<file path="src/pll_seq_defs.vh">
`ifndef PLL_SEQ_DEFS_VH
`define PLL_SEQ_DEFS_VH
// ----------------------------------------
// Register addresses and layouts
// ----------------------------------------
`define ADDR_PREDIV 8'hA9
`define ADDR_CONTROL 8'hB3
`define PREDIV_RESET 8'h01
`define CONTROL_RESET 8'h00
`define BIT_POWER 0
`define BIT_ENABLE 1
`define BIT_SRC 2
`define BIT_LOCK 4
`define BIT_RSVD 3
`define SPARE_MSB 7
`define SPARE_LSB 5
`define PREDIV_MSB 4
`define PREDIV_ZERO_DIV 6'h20
`define OSC_CHANNELS 2
`define OSC_CH_INT 0
`define OSC_CH_EXT 1
// ----------------------------------------
// Lock timing
// ----------------------------------------
`define LOCK_TIME_NS 20000
`define CLK_PERIOD_NS 20
`define LOCK_CYCLES (`LOCK_TIME_NS / `CLK_PERIOD_NS)
`endif

</file>
<file path="src/ref_divider.v">
`timescale 1ns/1ps
`include "pll_seq_defs.vh"
// Divides the selected reference clock-enable by the pre-divide field.
module ref_divider (
    input wire sysClk,
    input wire rstSync,
    input wire refTick,
    input wire [4:0] divField,
    output reg divTick
);
    reg [5:0] count;
    wire [5:0] divisor;
    assign divisor = (divField == 5'h00) ? `PREDIV_ZERO_DIV : {1'b0, divField};

    // Count reference ticks, pulse once per divisor ticks
    always @(posedge sysClk or negedge rstSync) begin
        if (!rstSync) begin
            count <= 6'h00;
            divTick <= 1'b0;
        end else begin
            divTick <= 1'b0;
            if (refTick) begin
                if (count + 6'h01 >= divisor) begin
                    count <= 6'h00;
                    divTick <= 1'b1;
                end else begin
                    count <= count + 6'h01;
                end
            end
        end
    end
endmodule

</file>
<file path="src/pll_power_enable_sequencer.v">
`timescale 1ns/1ps
`include "pll_seq_defs.vh"
// Contract
// - bias power bit one enables generator
// - enable bit one releases loop reset; the logic releases it only while the power bit is also one
// - lock flag rises once loop locks
// - enable and power clearable in one write
// - pre-divide field zero means 32
// - source select zero internal, one external
// - output equals reference times N over M; the logic only divides the selected reference by the pre-divide field
module pll_power_enable_sequencer #(
    parameter LOCK_WAIT = `LOCK_CYCLES
) (
    input wire sys_clk,
    input wire rst_n,
    input wire [7:0] regAddr,
    input wire [7:0] regWrData,
    input wire regWrite,
    input wire regRead,
    input wire intOscTick,
    input wire extOscTick,
    output reg [7:0] regRdData,
    output reg biasPowerOn,
    output reg loopRun,
    output reg lockFlagOut,
    output reg refDivTick
);
    // ----------------------------------------
    // Reset release
    // ----------------------------------------
    reg rstMeta;
    reg rstSync;
    // Async assert, synchronous release; every other flop
    // resets from this copy, so release never lands mid-edge
    // in one flop and a cycle later in another
    always @(posedge sys_clk or negedge rst_n) begin
        if (!rst_n) begin
            rstMeta <= 1'b0;
            rstSync <= 1'b0;
        end else begin
            rstMeta <= 1'b1;
            rstSync <= rstMeta;
        end
    end

    // ----------------------------------------
    // Oscillator tick synchronisers
    // ----------------------------------------
    // Raw oscillator levels, one per reference channel
    wire [`OSC_CHANNELS-1:0] oscIn;
    wire [`OSC_CHANNELS-1:0] oscEdge;
    // Channel order follows the source select encoding
    assign oscIn[`OSC_CH_INT] = intOscTick;
    assign oscIn[`OSC_CH_EXT] = extOscTick;

    // Ticks come from other domains, two stages first; the third
    // stage only feeds the edge detector, never the first stage
    genvar ch;
    generate
        for (ch = 0; ch < `OSC_CHANNELS; ch = ch + 1) begin : oscChan
            // Locals per channel keep one driver per flop
            reg oscMeta;
            reg oscSync;
            reg oscLast;
            always @(posedge sys_clk or negedge rstSync) begin
                if (!rstSync) begin
                    oscMeta <= 1'b0;
                    oscSync <= 1'b0;
                    oscLast <= 1'b0;
                end else begin
                    oscMeta <= oscIn[ch];
                    oscSync <= oscMeta;
                    oscLast <= oscSync;
                end
            end
            // One pulse per rising reference edge
            assign oscEdge[ch] = oscSync & ~oscLast;
        end
    endgenerate

    // ----------------------------------------
    // Registers
    // ----------------------------------------
    reg [7:0] prediv;
    reg powerBit;
    reg enableBit;
    reg srcBit;
    // Lock flag is hardware owned; software cannot write it
    reg lockFlag;
    wire predivWrite;
    wire controlWrite;
    wire predivRead;
    wire controlRead;
    // Decode once so storage and read port agree on the address
    assign predivWrite = regWrite && (regAddr == `ADDR_PREDIV);
    assign controlWrite = regWrite && (regAddr == `ADDR_CONTROL);
    assign predivRead = regRead && (regAddr == `ADDR_PREDIV);
    assign controlRead = regRead && (regAddr == `ADDR_CONTROL);

    // Software writes; no side effects beyond storage. Other
    // addresses and the spare control bits are simply dropped.
    always @(posedge sys_clk or negedge rstSync) begin
        if (!rstSync) begin
            prediv <= `PREDIV_RESET;
            powerBit <= 1'b0;
            enableBit <= 1'b0;
            srcBit <= 1'b0;
        end else begin
            if (predivWrite) begin
                prediv <= regWrData;
            end
            if (controlWrite) begin
                powerBit <= regWrData[`BIT_POWER];
                enableBit <= regWrData[`BIT_ENABLE];
                srcBit <= regWrData[`BIT_SRC];
            end
        end
    end

    // ----------------------------------------
    // Reference path
    // ----------------------------------------
    wire refTick;
    wire divTick;
    // No glitch guard on a source change: one stray tick may land
    // zero internal, one external
    assign refTick = srcBit ? oscEdge[`OSC_CH_EXT] : oscEdge[`OSC_CH_INT];

    // Divider counts reference edges, not system clock cycles
    ref_divider divider (
        .sysClk(sys_clk),
        .rstSync(rstSync),
        .refTick(refTick),
        .divField(prediv[`PREDIV_MSB:0]),
        .divTick(divTick)
    );

    // ----------------------------------------
    // Control readback word
    // ----------------------------------------
    wire [7:0] controlWord;
    // Built bit by bit so each field sits at its named position
    // reserved bits read zero
    assign controlWord[`SPARE_MSB:`SPARE_LSB] = 3'b000;
    assign controlWord[`BIT_LOCK] = lockFlag;
    assign controlWord[`BIT_RSVD] = 1'b0;
    assign controlWord[`BIT_SRC] = srcBit;
    assign controlWord[`BIT_ENABLE] = enableBit;
    assign controlWord[`BIT_POWER] = powerBit;

    // ----------------------------------------
    // Lock model
    // ----------------------------------------
    reg [15:0] lockCount;
    wire loopActive;
    assign loopActive = powerBit & enableBit;

    // Lock is modelled as a settle time after release; the count
    // parks at its end so the flag holds while the loop runs
    always @(posedge sys_clk or negedge rstSync) begin
        if (!rstSync) begin
            lockCount <= 16'h0000;
            lockFlag <= 1'b0;
        end else if (!loopActive) begin
            lockCount <= 16'h0000;
            lockFlag <= 1'b0;
        end else if (lockCount >= LOCK_WAIT[15:0] - 16'h0001) begin
            lockFlag <= 1'b1;
        end else begin
            lockCount <= lockCount + 16'h0001;
        end
    end

    // ----------------------------------------
    // Outputs and read port
    // ----------------------------------------
    // Registered outputs; unused control bits read zero
    always @(posedge sys_clk or negedge rstSync) begin
        if (!rstSync) begin
            regRdData <= 8'h00;
            biasPowerOn <= 1'b0;
            loopRun <= 1'b0;
            lockFlagOut <= 1'b0;
            refDivTick <= 1'b0;
        end else begin
            // Status copies, one cycle behind the bits
            biasPowerOn <= powerBit;
            loopRun <= loopActive;
            lockFlagOut <= lockFlag;
            refDivTick <= divTick & loopActive;
            // Read data stands one cycle, then returns to zero
            if (predivRead) begin
                regRdData <= prediv;
            end else if (controlRead) begin
                regRdData <= controlWord;
            end else begin
                regRdData <= 8'h00;
            end
        end
    end
endmodule

</file>
<file path="config.mk">
export PLATFORM = sky130hd
export DESIGN_NAME = pll_power_enable_sequencer
export DESIGN_NICKNAME = d
export VERILOG_FILES = /design/src/ref_divider.v /design/src/pll_power_enable_sequencer.v
export VERILOG_INCLUDE_DIRS = /design/src
export SDC_FILE = /design/constraint.sdc
export NUM_CORES = 1
export LEC_CHECK = 0
export BUFFER_PORTS_ARGS = -buffer_cell sky130_fd_sc_hd__buf_2
export CAP_MARGIN = 10
export CORE_MARGIN = 8
export CORE_UTILIZATION = 60
export DETAILED_ROUTE_END_ITERATION = 12
export PLACE_DENSITY_LB_ADDON = 0.05
export SLEW_MARGIN = 15
export SYNTH_ARGS = -nofsm -noshare
export SYNTH_HDL_FRONTEND = slang
export SYNTH_SLANG_ARGS = --single-unit
</file>
<file path="constraint.sdc">
create_clock -name sys_clk -period 3.15 [get_ports sys_clk]
set_input_delay 0.63 -clock sys_clk [delete_from_list [all_inputs] [get_ports sys_clk]]
set_output_delay 0.63 -clock sys_clk [all_outputs]
set_load 0.05 [all_outputs]
</file>
# ---- After elaboration in Yosys (flattened, before gate mapping)
# Index checks and enable logic that the tools add are counted.
dict set report totals {
  elab_cells 51
  regBits 55
  inputBits 22
  out_inout_bits 12
}
dict set report op_classes {
  bitwise 6
  reduce_logical 5
  muxes 11
  magnitude_cmp 2
  eq_ne 4
  n_addsub 2
}
# cell n
set ops {}
lappend ops {{2-to-1 mux 16 bit} 2}
lappend ops {{adder 16 x 1 -> 16 bit (second input constant)} 1}
lappend ops {{== test 8 bit (second input constant)} 2}
lappend ops {{greater-or-equal comparator 16 x 10 -> 1 bit (second input constant)} 1}
lappend ops {{2-to-1 mux 6 bit} 2}
lappend ops {{2-to-1 mux 8 bit} 1}
lappend ops {{adder 6 x 1 -> 6 bit (second input constant)} 1}
lappend ops {{greater-or-equal comparator 6 bit} 1}
lappend ops {{logical NOT 5 bit} 1}
lappend ops {{2-to-1 mux 1 bit} 5}
lappend ops {{2-to-1 mux 5 bit} 1}
lappend ops {{bitwise AND 1 bit} 4}
lappend ops {{logical AND 1 bit} 4}
lappend ops {{inequality test 2 x 1 -> 1 bit (second input constant)} 1}
lappend ops {{inequality test 2 bit (second input constant)} 1}
lappend ops {{inverter 1 bit} 2}

# ---- Depth between registers and ports, before layout
# Gate-level depths: netlist of the first run.
dict set report depth {
  depth_word 5
  ltp_mapped 8
  depth_no_buf 8
}

# ---- Hierarchy
# From an unflattened synthesis of the first run, not the netlist that was laid out.
dict set report hier_totals {
  hier_cells 200
  hier_area_um2 2422.3
}
# mod area_each_um2 instances cells_each seq_area_each_um2
set by_module_without_submodules {}
lappend by_module_without_submodules {pll_power_enable_sequencer 1906.8 1 143 1202.4}
lappend by_module_without_submodules {ref_divider 515.5 1 57 175.2}

# ---- Least setup slack after synthesis of the first run
# OpenSTA, ideal clock, no wires.
dict set report synth_timing {
  kind {reg2reg}
  startpoint {register divider.count[0]}
  endpoint {register divider.count[2]}
  slack_ns 1.130
  arrival_time_ns 1.954
  setup_time_ns 0.066
  path_stages_with_launch 9
  synth_period_minus_slack_ns 2.020
  t_required_ns 3.084
  path_buffers 0
  path_cell_list {dfrtp_1 -> ha_1 -> nand3_1 -> xnor2_1 -> ha_1 -> a21o_1 -> a21o_1 -> a2111oi_0 -> a221o_1}
}
dict set report synth_via {
  elab_chain_len 3
}
# element line
set synth_lines {}
lappend synth_lines {{from (decl)} ref_divider.v:11} ;# reg [5:0] count;
lappend synth_lines {{from (signal assigned)} ref_divider.v:27} ;# count <= count + 6'h01;
lappend synth_lines {{adder 6 x 1 -> 6 bit *} {ref_divider.v:23, ref_divider.v:27}}
lappend synth_lines {{greater-or-equal comparator 6 bit} ref_divider.v:23} ;# if (count + 6'h01 >= divisor) begin
lappend synth_lines {{2-to-1 mux 6 bit *} ref_divider.v:23}
# Every way passes the cells marked *; elsewhere a longest branch is shown, timed or not.
# A chain may end at the register's enable or synchronous reset.

# ---- Worst setup path after layout of the first run
# Ends and elaborated chain as after synthesis.

==> results of run 1 <==
## registers in the layout, summed over array words and instances (netlist names)
register and cells:
refDivTick 1, prediv 8, loopRun 1, divider.count 6, rstSync 1, oscChan.oscMeta 2, divider.divTick 1, lockFlagOut 1
rstMeta 1, regRdData 8, lockCount 16, biasPowerOn 1, lockFlag 1, enableBit 1, srcBit 1, powerBit 1
oscChan.oscLast 2, oscChan.oscSync 2
## power breakdown
part	leakage, nW	switching [mW]	internal, mW
Combinational	0.597	0.133	0.134
Clock	0.0524	0.212	0.238
Sequential	0.735	0.0569	0.749
Total	1.38	0.402	1.12
## logic make-up (layout without fill, tap and decap cells)
group / count (synthesis) / count (layout) / synth area share (%)
mux: 12 / 12 / 6.78
buf+inv: 15 / 51 / 2.64
xor+xnor: 4 / 4 / 1.45
fa+ha+maj: 8 / 8 / 4.14
compound gates: 37 / 37 / 11.1
other cells: 1 / 1 / 0.155
flops: 55 / 55 / 57.0
simple gates: 69 / 69 / 16.7
## layer usage
metal	global-route usage, %	routed length, µm	vias up
met5	0	0	-
met4	5.00	59	0
met3	3.72	175	7
met2	24.9	2300	35
met1	18.7	2070	846
li1	-	-	803
## final timing paths
path                                           endpoint  slack, ps  cells past startpoint
setup / recovery           divider.count[2]$_DFFE_PN0P_        810                      8
hold / removal                        rstSync$_DFF_PN0_         90                      1
setup reg to reg           divider.count[2]$_DFFE_PN0P_        810                      8
hold reg to reg                   lockFlagOut$_DFF_PN0_        360                      0
max in group asynchronous        regRdData[0]$_DFF_PN0_       2330                      0
min in group sys_clk                  rstSync$_DFF_PN0_        370                      0
## stage by stage
step,cell area (µm²),std cells,total power [mW]
finish,2730,287,1.52
global route,2730,287,1.60
CTS,2730,287,1.53
detailed placement,2620,279,1.09
global placement,2620,279,1.05
floorplan,2420,201,1.00
## area by class of cell
type	count	area [µm²]	share of cell area (%)
Multi-Input combinational cell	131	975	35.7
Clock inverter	1	30.0	1.10
Timing Repair Buffer	33	165	6.06
Sequential cell	55	1380	50.6
Clock buffer	7	76.3	2.80
Inverter	10	37.5	1.38
Tap cell	50	62.6	2.29
## synth_stat cells, drive strengths merged (2+ instances only)
cell type  count  area, µm²
and3           9       56.3
o31ai          4       30.0
xnor2          2       17.5
nand2         11       41.3
inv           10       37.5
or4            4       30.0
a21oi          8       40.0
dfrtp         54       1350
or3            3       18.8
mux2          11        154
and2           8       50.1
nand3         10       50.1
nor2           8       30.0
clkbuf         4       15.0
nand4          2       12.5
a22o           4       35.0
a21o           3       22.5
ha             8        100
xor2           2       17.5
a31o           4       35.0
o21ai          4       20.0
nor2b          4       40.0
a2111oi        2       17.5
nor3           4       20.0
## worst max-delay path: stages, from the launching register on
cell	delay [ps]
dfrtp_1	420
ha_1	250
nand3_1	120
xnor2_1	230
ha_1	290
a21o_1	170
a21o_1	190
a21oi_1	390
a221o_1	220
==> impl_metrics.csv, run 1 <==
group,metric,value,unit
sta,relSlewSlack,53.4,%
synth,synth_edf_count,0,
hold_path,hold_path_class,"input pin to asynchronous set/reset pin",
drt,wl,4.61,mm
finish,final_cell_mix,"53 x dfrtp_1, 33 x buf_2, 11 x nand2_1, 10 x nand3_1",
clock_network,cts_tree,"built",
drt,ant_nets,0,
finish,utilization,69.2,%
worst_setup_path,r2r_start,"divider.count[0]$_DFFE_PN0P_",
clock_network,hold_buffers,0,
die,start_util,61.3,%
sta,tightest_slew,698,ps
synth,ys_ff_latch,55,
global_routing,overflow,0,
sta,fin_crit,2340,ps
sta,final-hold-violation-count,0,
worst_setup_path,cp_data_arrival_time,2580,ps
drt,drt-vias-per-instance,5.89,
clock_network,postCtsSetupBuffers,0,
synth,ys_types,45,
global_routing,grt_pass1_wl,7.69,mm
die,row_count,23,
synth,avgSynthCellArea,12.0,µm²
clock_network,cts_root_buf,"clkbuf_8",
die,fp.dieH,79.5,µm
sta,slew_viol_final,0,
finish,n_antenna_cell,0,
die,die-area,6310,µm²
clock_network,clkTransAtPathRegs,90,ps
clock_network,cts-buffers-inserted,5,
finish,nNetsFinal,266,
worst_setup_path,critPathLaunch,"divider.count[0]$_DFFE_PN0P_",
sta,timing.final.crit_share,74.3,%
clock_network,cts_resized,0,
pwr,vdd_drop_max,0.000373,V
finish,nFillCells,294,
sta,setup_slack,809,ps
placed_design,gp_congestion,0.782,
worst_setup_path,path_max_fanout,6,
die,coreArea,3940,µm²
synth,yosysWarnings,0,
die,die_x,79.5,µm
global_routing,grt_usage,15.0,%
synth,syn_nets,231,
sta,grt_setup_unrepaired,"false",
pwr,powerDensity,558,nW/µm²
finish,drive_gt1_share,25.7,%
sta,finClkSkew,9.73,ps
placed_design,port_buffers,33,
worst_setup_path,cp-start-kind,"flip-flop",
sta,hold-worst-slack,88.4,ps
synth,synth_flop_cell,"dfrtp_1",
sta,max_freq,427,MHz
pwr,leakagePower,1.38,nW
die,io-pin-count,34,
synth,seq_area_frac_synth,57.0,%
synth,syn_inst,201,
sta,setup_viol,0,
placed_design,pre_cts_slack,839,ps
status,status,"completed",
clock_network,clock_sinks,55,
worst_setup_path,cp-end-kind,"flip-flop",
drt,detail_route.wl_per_cell,16.0,µm
run,drv_cap,0,
global_routing,grt_pass1_vias,1656,
drt,drcViolationCount,0,
finish,final_common_cell,"dfrtp_1",
worst_setup_path,required,3390,ps
synth,synth_area,2420,µm²
clock_network,h-tree-depth,2,
global_routing,grt_max_degree,54,
drt,first_pass_iters,4,
worst_setup_path,worstSetupPathType,"flip-flop to flip-flop",
synth,synthArstFlopShare,100,%
clock_network,clockBufferDepth,2,
finish,syn_to_final_growth,12.9,%
placed_design,dpl.hpwl,3.47,mm
drt,vias,1691,
global_routing,antenna_found_initial,0,
sta,fin_setup_tns,0,ps
clock_network,clock_latency,300,ps
drt,first_iter_violations,86,
No activity file was read; power rests on OpenSTA's default activity.
==> run 2: changes to the inputs <==
--- a/config.mk
+++ b/config.mk
@@ -9,7 +9,7 @@
 export BUFFER_PORTS_ARGS = -buffer_cell sky130_fd_sc_hd__buf_2
 export CAP_MARGIN = 10
 export CORE_MARGIN = 8
-export CORE_UTILIZATION = 60
+export CORE_UTILIZATION = 51
 export DETAILED_ROUTE_END_ITERATION = 12
 export PLACE_DENSITY_LB_ADDON = 0.05
 export SLEW_MARGIN = 15
==> constraint.sdc (replaced) <==
create_clock -name sys_clk -period 2.05 [get_ports sys_clk]
set_input_delay 0.41 -clock sys_clk [delete_from_list [all_inputs] [get_ports sys_clk]]
set_output_delay 0.41 -clock sys_clk [all_outputs]
set_load 0.05 [all_outputs]
==> run 2 against run 1 <==
The flow now finishes with violations (negative setup slack); register-to-register slack worse by 840 ps; die area is 14% higher; combinational power grew to 2.9 times the previous value; via count is 1.1% higher; global-route usage is 1.5 points lower; routed wire length is 4.8% higher; maximum frequency is 13% higher; setup slack worse by 840 ps; design area is 7.9% higher; critical path depth is 1 higher; largest cell class unchanged; cell count is 7.0% higher.
==> impl_metrics.csv, run 2 (synthesis gave the netlist of run 1 again) <==
group,metric,value,unit
status,status,"finished with violations",
status,violations,"negative setup slack",
worst_setup_path,cp-end-kind,"flip-flop",
sta,tightest_slew,633,ps
pwr,swShare,29.4,%
pwr,leakagePower,1.47,nW
global_routing,overflow,0,
drt,drt-vias-per-instance,5.57,
die,fp.dieH,84.8,µm
sta,setup_viol,6,
finish,nFillCells,366,
hold_path,hold_path_class,"input pin to flip-flop",
clock_network,cts_tree,"built",
finish,largest-register,"lockCount",
pwr,powerDensity,874,nW/µm²
pwr,power_frac_clock,22.4,%
drt,first_pass_iters,5,
sta,fin_setup_tns,-89.4,ps
drt,ant_nets,0,
die,io-pin-count,34,
finish,n_antenna_cell,0,
global_routing,antenna_found_initial,0,
pwr,seq_power_share,47.7,%
sta,grt_setup_unrepaired,"true",
finish,multi_input_comb_area,1060,µm²
die,row_count,25,
placed_design,pre_cts_slack,-103,ps
finish,final_common_cell,"dfrtp_1",
drt,vias,1710,
worst_setup_path,crit_buf_inv,2,
sta,relSlewSlack,57.4,%
drt,first_iter_violations,55,
worst_setup_path,path_cells,"buf_6 > ha_4 > xor2_1 > ha_1 > nand2_2 > o21ai_4 > a21oi_2 > buf_4 > a221o_1",
run,drv_cap,0,
finish,ff_latch_area,1380,µm²
clock_network,h-tree-depth,2,
global_routing,grt_max_degree,35,
clock_network,clock_sinks,55,
pwr,combPwrFrac,29.8,%
sta,setup_slack,-27.5,ps
finish,largestRegisters,"lockCount (16), prediv (8), regRdData (8)",
pwr,power_switching,757,µW
die,start_util,51.8,%
global_routing,grt_pass1_vias,1789,
finish,final_cell_mix,"52 x dfrtp_1, 33 x buf_2, 12 x buf_4, 10 x nand2_1, 9 x inv_1",
finish,largest_reg_flops,16,
sta,finClkSkew,11.3,ps
clock_network,cts_root_buf,"clkbuf_8",
placed_design,dpl.hpwl,3.49,mm
finish,nNetsFinal,282,
global_routing,grt_pass1_wl,7.94,mm
die,die-area,7200,µm²
worst_setup_path,path_delay_family,"compound AO/OA/AOI/OAI gates",
sta,max_freq,481,MHz
clock_network,cts-buffers-inserted,5,
worst_setup_path,cp-start-kind,"flip-flop",
worst_setup_path,path_max_fanout,3,
global_routing,grt_usage,13.6,%
drt,drcViolationCount,0,
pwr,p_int,1.82,mW
drt,detail_route.wl_per_cell,15.7,µm
worst_setup_path,critical_path.max_stage_delay,400,ps
sta,slew_viol_final,0,
sta,fin_crit,2080,ps
sta,timing.final.crit_share,101,%
placed_design,port_buffers,33,
worst_setup_path,cp_data_arrival_time,2280,ps
clock_network,clock_latency,310,ps
finish,syn_to_final_growth,21.8,%
clock_network,clkTransAtPathRegs,100,ps
drt,wl,4.83,mm
clock_network,clockBufferDepth,2,
worst_setup_path,worstSetupPathType,"flip-flop to flip-flop",
die,coreArea,4660,µm²
worst_setup_path,required,2250,ps
sta,final-hold-violation-count,0,
worst_setup_path,slowest_stage,"dfrtp_1",
placed_design,gp_congestion,0.862,
finish,drive_gt1_share,35.6,%
pwr,vdd_drop_max,0.000604,V
die,die_x,84.8,µm
==> run 2: cell count changes in the layout (fill, tap and decap cells not counted), sizes merged <==
cell         delta
dlygate4sd3     +1
buf            +15
bufinv          -1
clkbuf          -1
clkinv          +2
==> run 2: per-stage QoR <==
step	std cells	instance area [µm²]	hold slack [ps]	total power, mW	utilization (%)
2_1_floorplan	201	2420	114	1.54	-
3_3_place_gp	290	2690	194	1.68	57.7
3_5_place_dp	290	2690	196	1.71	57.7
4_1_cts	301	2840	193	2.37	60.9
5_1_grt	307	2940	184	2.74	63.1
6_report	307	2940	201	2.57	63.1
==> run 2: worst reg2reg max path, delay by kind of cell, from the launching register on <==
kind | cells | cell delay, ps
AO/OA/AOI/OAI | 3 | 570
adder cells (fa/ha/maj) | 2 | 500
flip-flops | 1 | 400
buffers and inverters | 2 | 250
XOR/XNOR | 1 | 170
AND/OR/NAND/NOR | 1 | 80
==> run 2: repair_timing <==
| item | in CTS | in global routing |
|---|---|---|
| setup endpoints to repair | 7 | 7 |
| setup buffers | 2 | 6 |
| hold endpoints to repair | 2 | 0 |
| gates resized for setup | 11 | 11 |
| pin swaps | 3 | 11 |
| cloned | 0 | 0 |
| hold buffers | 1 | 0 |
==> run 2: per-layer routing <==
layer	global-route usage, %	vias to the layer above	share of wire, %
met3	4.25	12	3.8
li1	-	828	-
met4	5.34	0	1.6
met1	14.8	839	42
met2	24.0	31	52
met5	0	-	0
==> run 2: path summary, 6_finish.rpt <==
check                                        startpoint                      endpoint  slack (ps)  cells after the start
max                        divider.count[0]$_DFFE_PN0P_  divider.count[2]$_DFFE_PN0P_         -30                      9
min                                          intOscTick  oscChan[0].oscMeta$_DFF_PN0_         200                      1
max reg2reg                divider.count[0]$_DFFE_PN0P_  divider.count[2]$_DFFE_PN0P_         -30                      9
min reg2reg                           rstSync$_DFF_PN0_  divider.count[0]$_DFFE_PN0P_         210                      0
max in group asynchronous             rstSync$_DFF_PN0_         prediv[0]$_DFFE_PN1P_        1240                      1
min in group asynchronous             rstSync$_DFF_PN0_  divider.count[0]$_DFFE_PN0P_         210                      0
==> run 2: final cells by class <==
| type | count | area share (%) |
|---|---|---|
| clock buffer | 6 | 2.47 |
| clock inverter | 2 | 0.468 |
| inverter | 10 | 1.28 |
| multi-input combinational | 131 | 36.1 |
| sequential | 55 | 46.9 |
| tap | 54 | 2.30 |
| timing repair buffer | 49 | 10.5 |
==> run 2: power by group through the flow <==
stage | logic [mW] | clock network, mW | registers [mW]
4_1_cts | 0.546 | 0.604 | 1.22
2_1_floorplan | 0.303 | 0 | 1.23
6_report | 0.767 | 0.577 | 1.23
5_1_grt | 0.853 | 0.642 | 1.24
3_5_place_dp | 0.477 | 0 | 1.23
3_3_place_gp | 0.444 | 0 | 1.23
==> run 3: changes to the inputs <==
--- a/config.mk
+++ b/config.mk
@@ -7,9 +7,10 @@
 export NUM_CORES = 1
 export LEC_CHECK = 0
 export BUFFER_PORTS_ARGS = -buffer_cell sky130_fd_sc_hd__buf_2
-export CAP_MARGIN = 10
 export CORE_MARGIN = 8
 export CORE_UTILIZATION = 51
+export CTS_BUF_LIST = sky130_fd_sc_hd__clkbuf_16
+export CTS_CLUSTER_DIAMETER = 200
 export DETAILED_ROUTE_END_ITERATION = 12
 export PLACE_DENSITY_LB_ADDON = 0.05
 export SLEW_MARGIN = 15
==> run 3 against run 2 <==
Design area grew 2.4%; utilization up 1.5 points; setup slack better by 6.1 ps; count of clock-buffer cells in the layout fell by 1; combinational power fell by 0.9%; via count decreased by 0.18%; clock power is 41% higher; the flow still finishes with violations (negative setup slack); maximum frequency increased by 0.29%; hold slack gained 17 ps; routed wire length rose by 1.7%; sequential power about the same.
==> impl_metrics.csv, run 3 (synthesis gave the netlist of run 1 again) <==
group,metric,value,unit
sta,setup_viol,1,
drt,first_iter_violations,52,
worst_setup_path,cp_data_arrival_time,2250,ps
die,start_util,51.8,%
status,status,"finished with violations",
worst_setup_path,cp-start-kind,"flip-flop",
drt,drcViolationCount,0,
pwr,combPwrFrac,27.0,%
sta,fin_crit,2070,ps
finish,ff_latch_area,1380,µm²
die,die_x,84.8,µm
worst_setup_path,crit_buf_inv,1,
worst_setup_path,cp-end-kind,"flip-flop",
sta,tightest_slew,630,ps
finish,largestRegisters,"lockCount (16), prediv (8), regRdData (8)",
drt,vias,1707,
sta,fin_setup_tns,-21.3,ps
clock_network,cts_tree,"built",
worst_setup_path,path_cells,"ha_4 > xor2_1 > ha_1 > nand2_2 > o21ai_4 > a21oi_2 > buf_4 > a221o_1",
pwr,p_int,2.01,mW
clock_network,cts_root_buf,"clkbuf_16",
sta,timing.final.crit_share,101,%
clock_network,cts-buffers-inserted,5,
clock_network,h-tree-depth,2,
clock_network,clock_sinks,55,
worst_setup_path,path_delay_family,"compound AO/OA/AOI/OAI gates",
placed_design,port_buffers,33,
finish,final_cell_mix,"52 x dfrtp_1, 33 x buf_2, 13 x buf_4, 10 x inv_1, 10 x nand2_1",
finish,utilization,64.7,%
sta,finClkSkew,8.08,ps
die,die-area,7200,µm²
finish,drive_gt1_share,35.6,%
pwr,vdd_drop_max,0.000653,V
clock_network,clock_latency,290,ps
worst_setup_path,path_max_fanout,3,
finish,largest_reg_flops,16,
die,io-pin-count,34,
placed_design,gp_congestion,0.862,
global_routing,antenna_found_initial,0,
global_routing,grt_usage,13.7,%
placed_design,dpl.hpwl,3.49,mm
finish,final_common_cell,"dfrtp_1",
pwr,p_total,2.82,mW
finish,syn_to_final_growth,24.8,%
worst_setup_path,required,2220,ps
sta,grt_setup_unrepaired,"true",
sta,hold-worst-slack,218,ps
worst_setup_path,r2r_start,"divider.count[0]$_DFFE_PN0P_",
pwr,powerDensity,934,nW/µm²
drt,detail_route.wl_per_cell,16.0,µm
die,row_count,25,
finish,nNetsFinal,282,
drt,drt-vias-per-instance,5.56,
pwr,power_switching,808,µW
pwr,seq_power_share,44.1,%
sta,final-hold-violation-count,0,
sta,slew_viol_final,0,
pwr,power_frac_clock,29.0,%
finish,nFillCells,349,
global_routing,grt_pass1_vias,1791,
finish,multi_input_comb_area,1080,µm²
pwr,swShare,28.7,%
finish,n_antenna_cell,0,
drt,ant_nets,0,
clock_network,clkTransAtPathRegs,70,ps
die,fp.dieH,84.8,µm
sta,relSlewSlack,57.7,%
sta,setup_slack,-21.3,ps
finish,largest-register,"lockCount",
pwr,leakagePower,1.50,nW
global_routing,overflow,0,
worst_setup_path,r2r_slack,-20,ps
worst_setup_path,critical_path.max_stage_delay,420,ps
clock_network,clockBufferDepth,2,
worst_setup_path,slowest_stage,"dfrtp_1",
status,violations,"negative setup slack",
global_routing,grt_pass1_wl,7.96,mm
drt,wl,4.91,mm
worst_setup_path,worstSetupPathType,"flip-flop to flip-flop",
global_routing,grt_max_degree,35,
die,coreArea,4660,µm²
drt,first_pass_iters,4,
sta,max_freq,483,MHz
worst_setup_path,critPathLaunch,"divider.count[0]$_DFFE_PN0P_",
run,drv_cap,0,
hold_path,hold_path_class,"flip-flop to asynchronous set/reset pin",
run 3: final timing paths:
check	endpoint	depth (start not counted)
min in group sys_clk	oscChan[0].oscMeta$_DFF_PN0_	1
setup reg to reg	divider.count[2]$_DFFE_PN0P_	8
max in group asynchronous	prediv[0]$_DFFE_PN1P_	1
hold reg to reg	divider.count[0]$_DFFE_PN0P_	0
hold / removal	divider.count[0]$_DFFE_PN0P_	0
setup / recovery	divider.count[2]$_DFFE_PN0P_	8
run 3: cell type report:
class / instances / area share, %
Multi-Input combinational cell: 131 / 35.9
Clock inverter: 3 / 0.581
Timing Repair Buffer: 49 / 10.1
Tap cell: 54 / 2.24
Sequential cell: 55 / 45.8
Clock buffer: 5 / 4.15
Inverter: 10 / 1.25
run 3: per-layer routing:
| layer | share of wire [%] | wire length, µm | vias up | track usage, % |
|---|---|---|---|---|
| met5 | 0 | 0 | - | 0 |
| met4 | 2.1 | 102 | 0 | 5.99 |
| met3 | 3.4 | 168 | 13 | 3.86 |
| met2 | 51 | 2520 | 26 | 24.3 |
| met1 | 43 | 2120 | 836 | 15.0 |
| li1 | - | - | 832 | - |
run 3: timing repair:
action	4_1_cts	5_1_grt
hold endpoints to repair	2	0
setup buffers	2	6
pin swaps	1	9
hold buffers	1	0
endpoints found under the setup margin	6	7
gates resized for setup	10	13
run 3: stage by stage:
step | setup slack (ps) | area (µm²) | std cells
detailed placement | -103 | 2690 | 290
CTS | 0.422 | 2890 | 301
global route | -63.5 | 3010 | 307
finish | -21.3 | 3010 | 307
floorplan | 29.6 | 2420 | 201
global placement | 10.2 | 2690 | 290
run 3: power groups by stage:
stage	clock network, mW	registers, mW	logic, mW
final	0.816	1.24	0.760
after detailed placement	0	1.23	0.477
after floorplan	0	1.23	0.303
after CTS	0.843	1.22	0.545
after global routing	0.882	1.25	0.824
after global placement	0	1.23	0.444
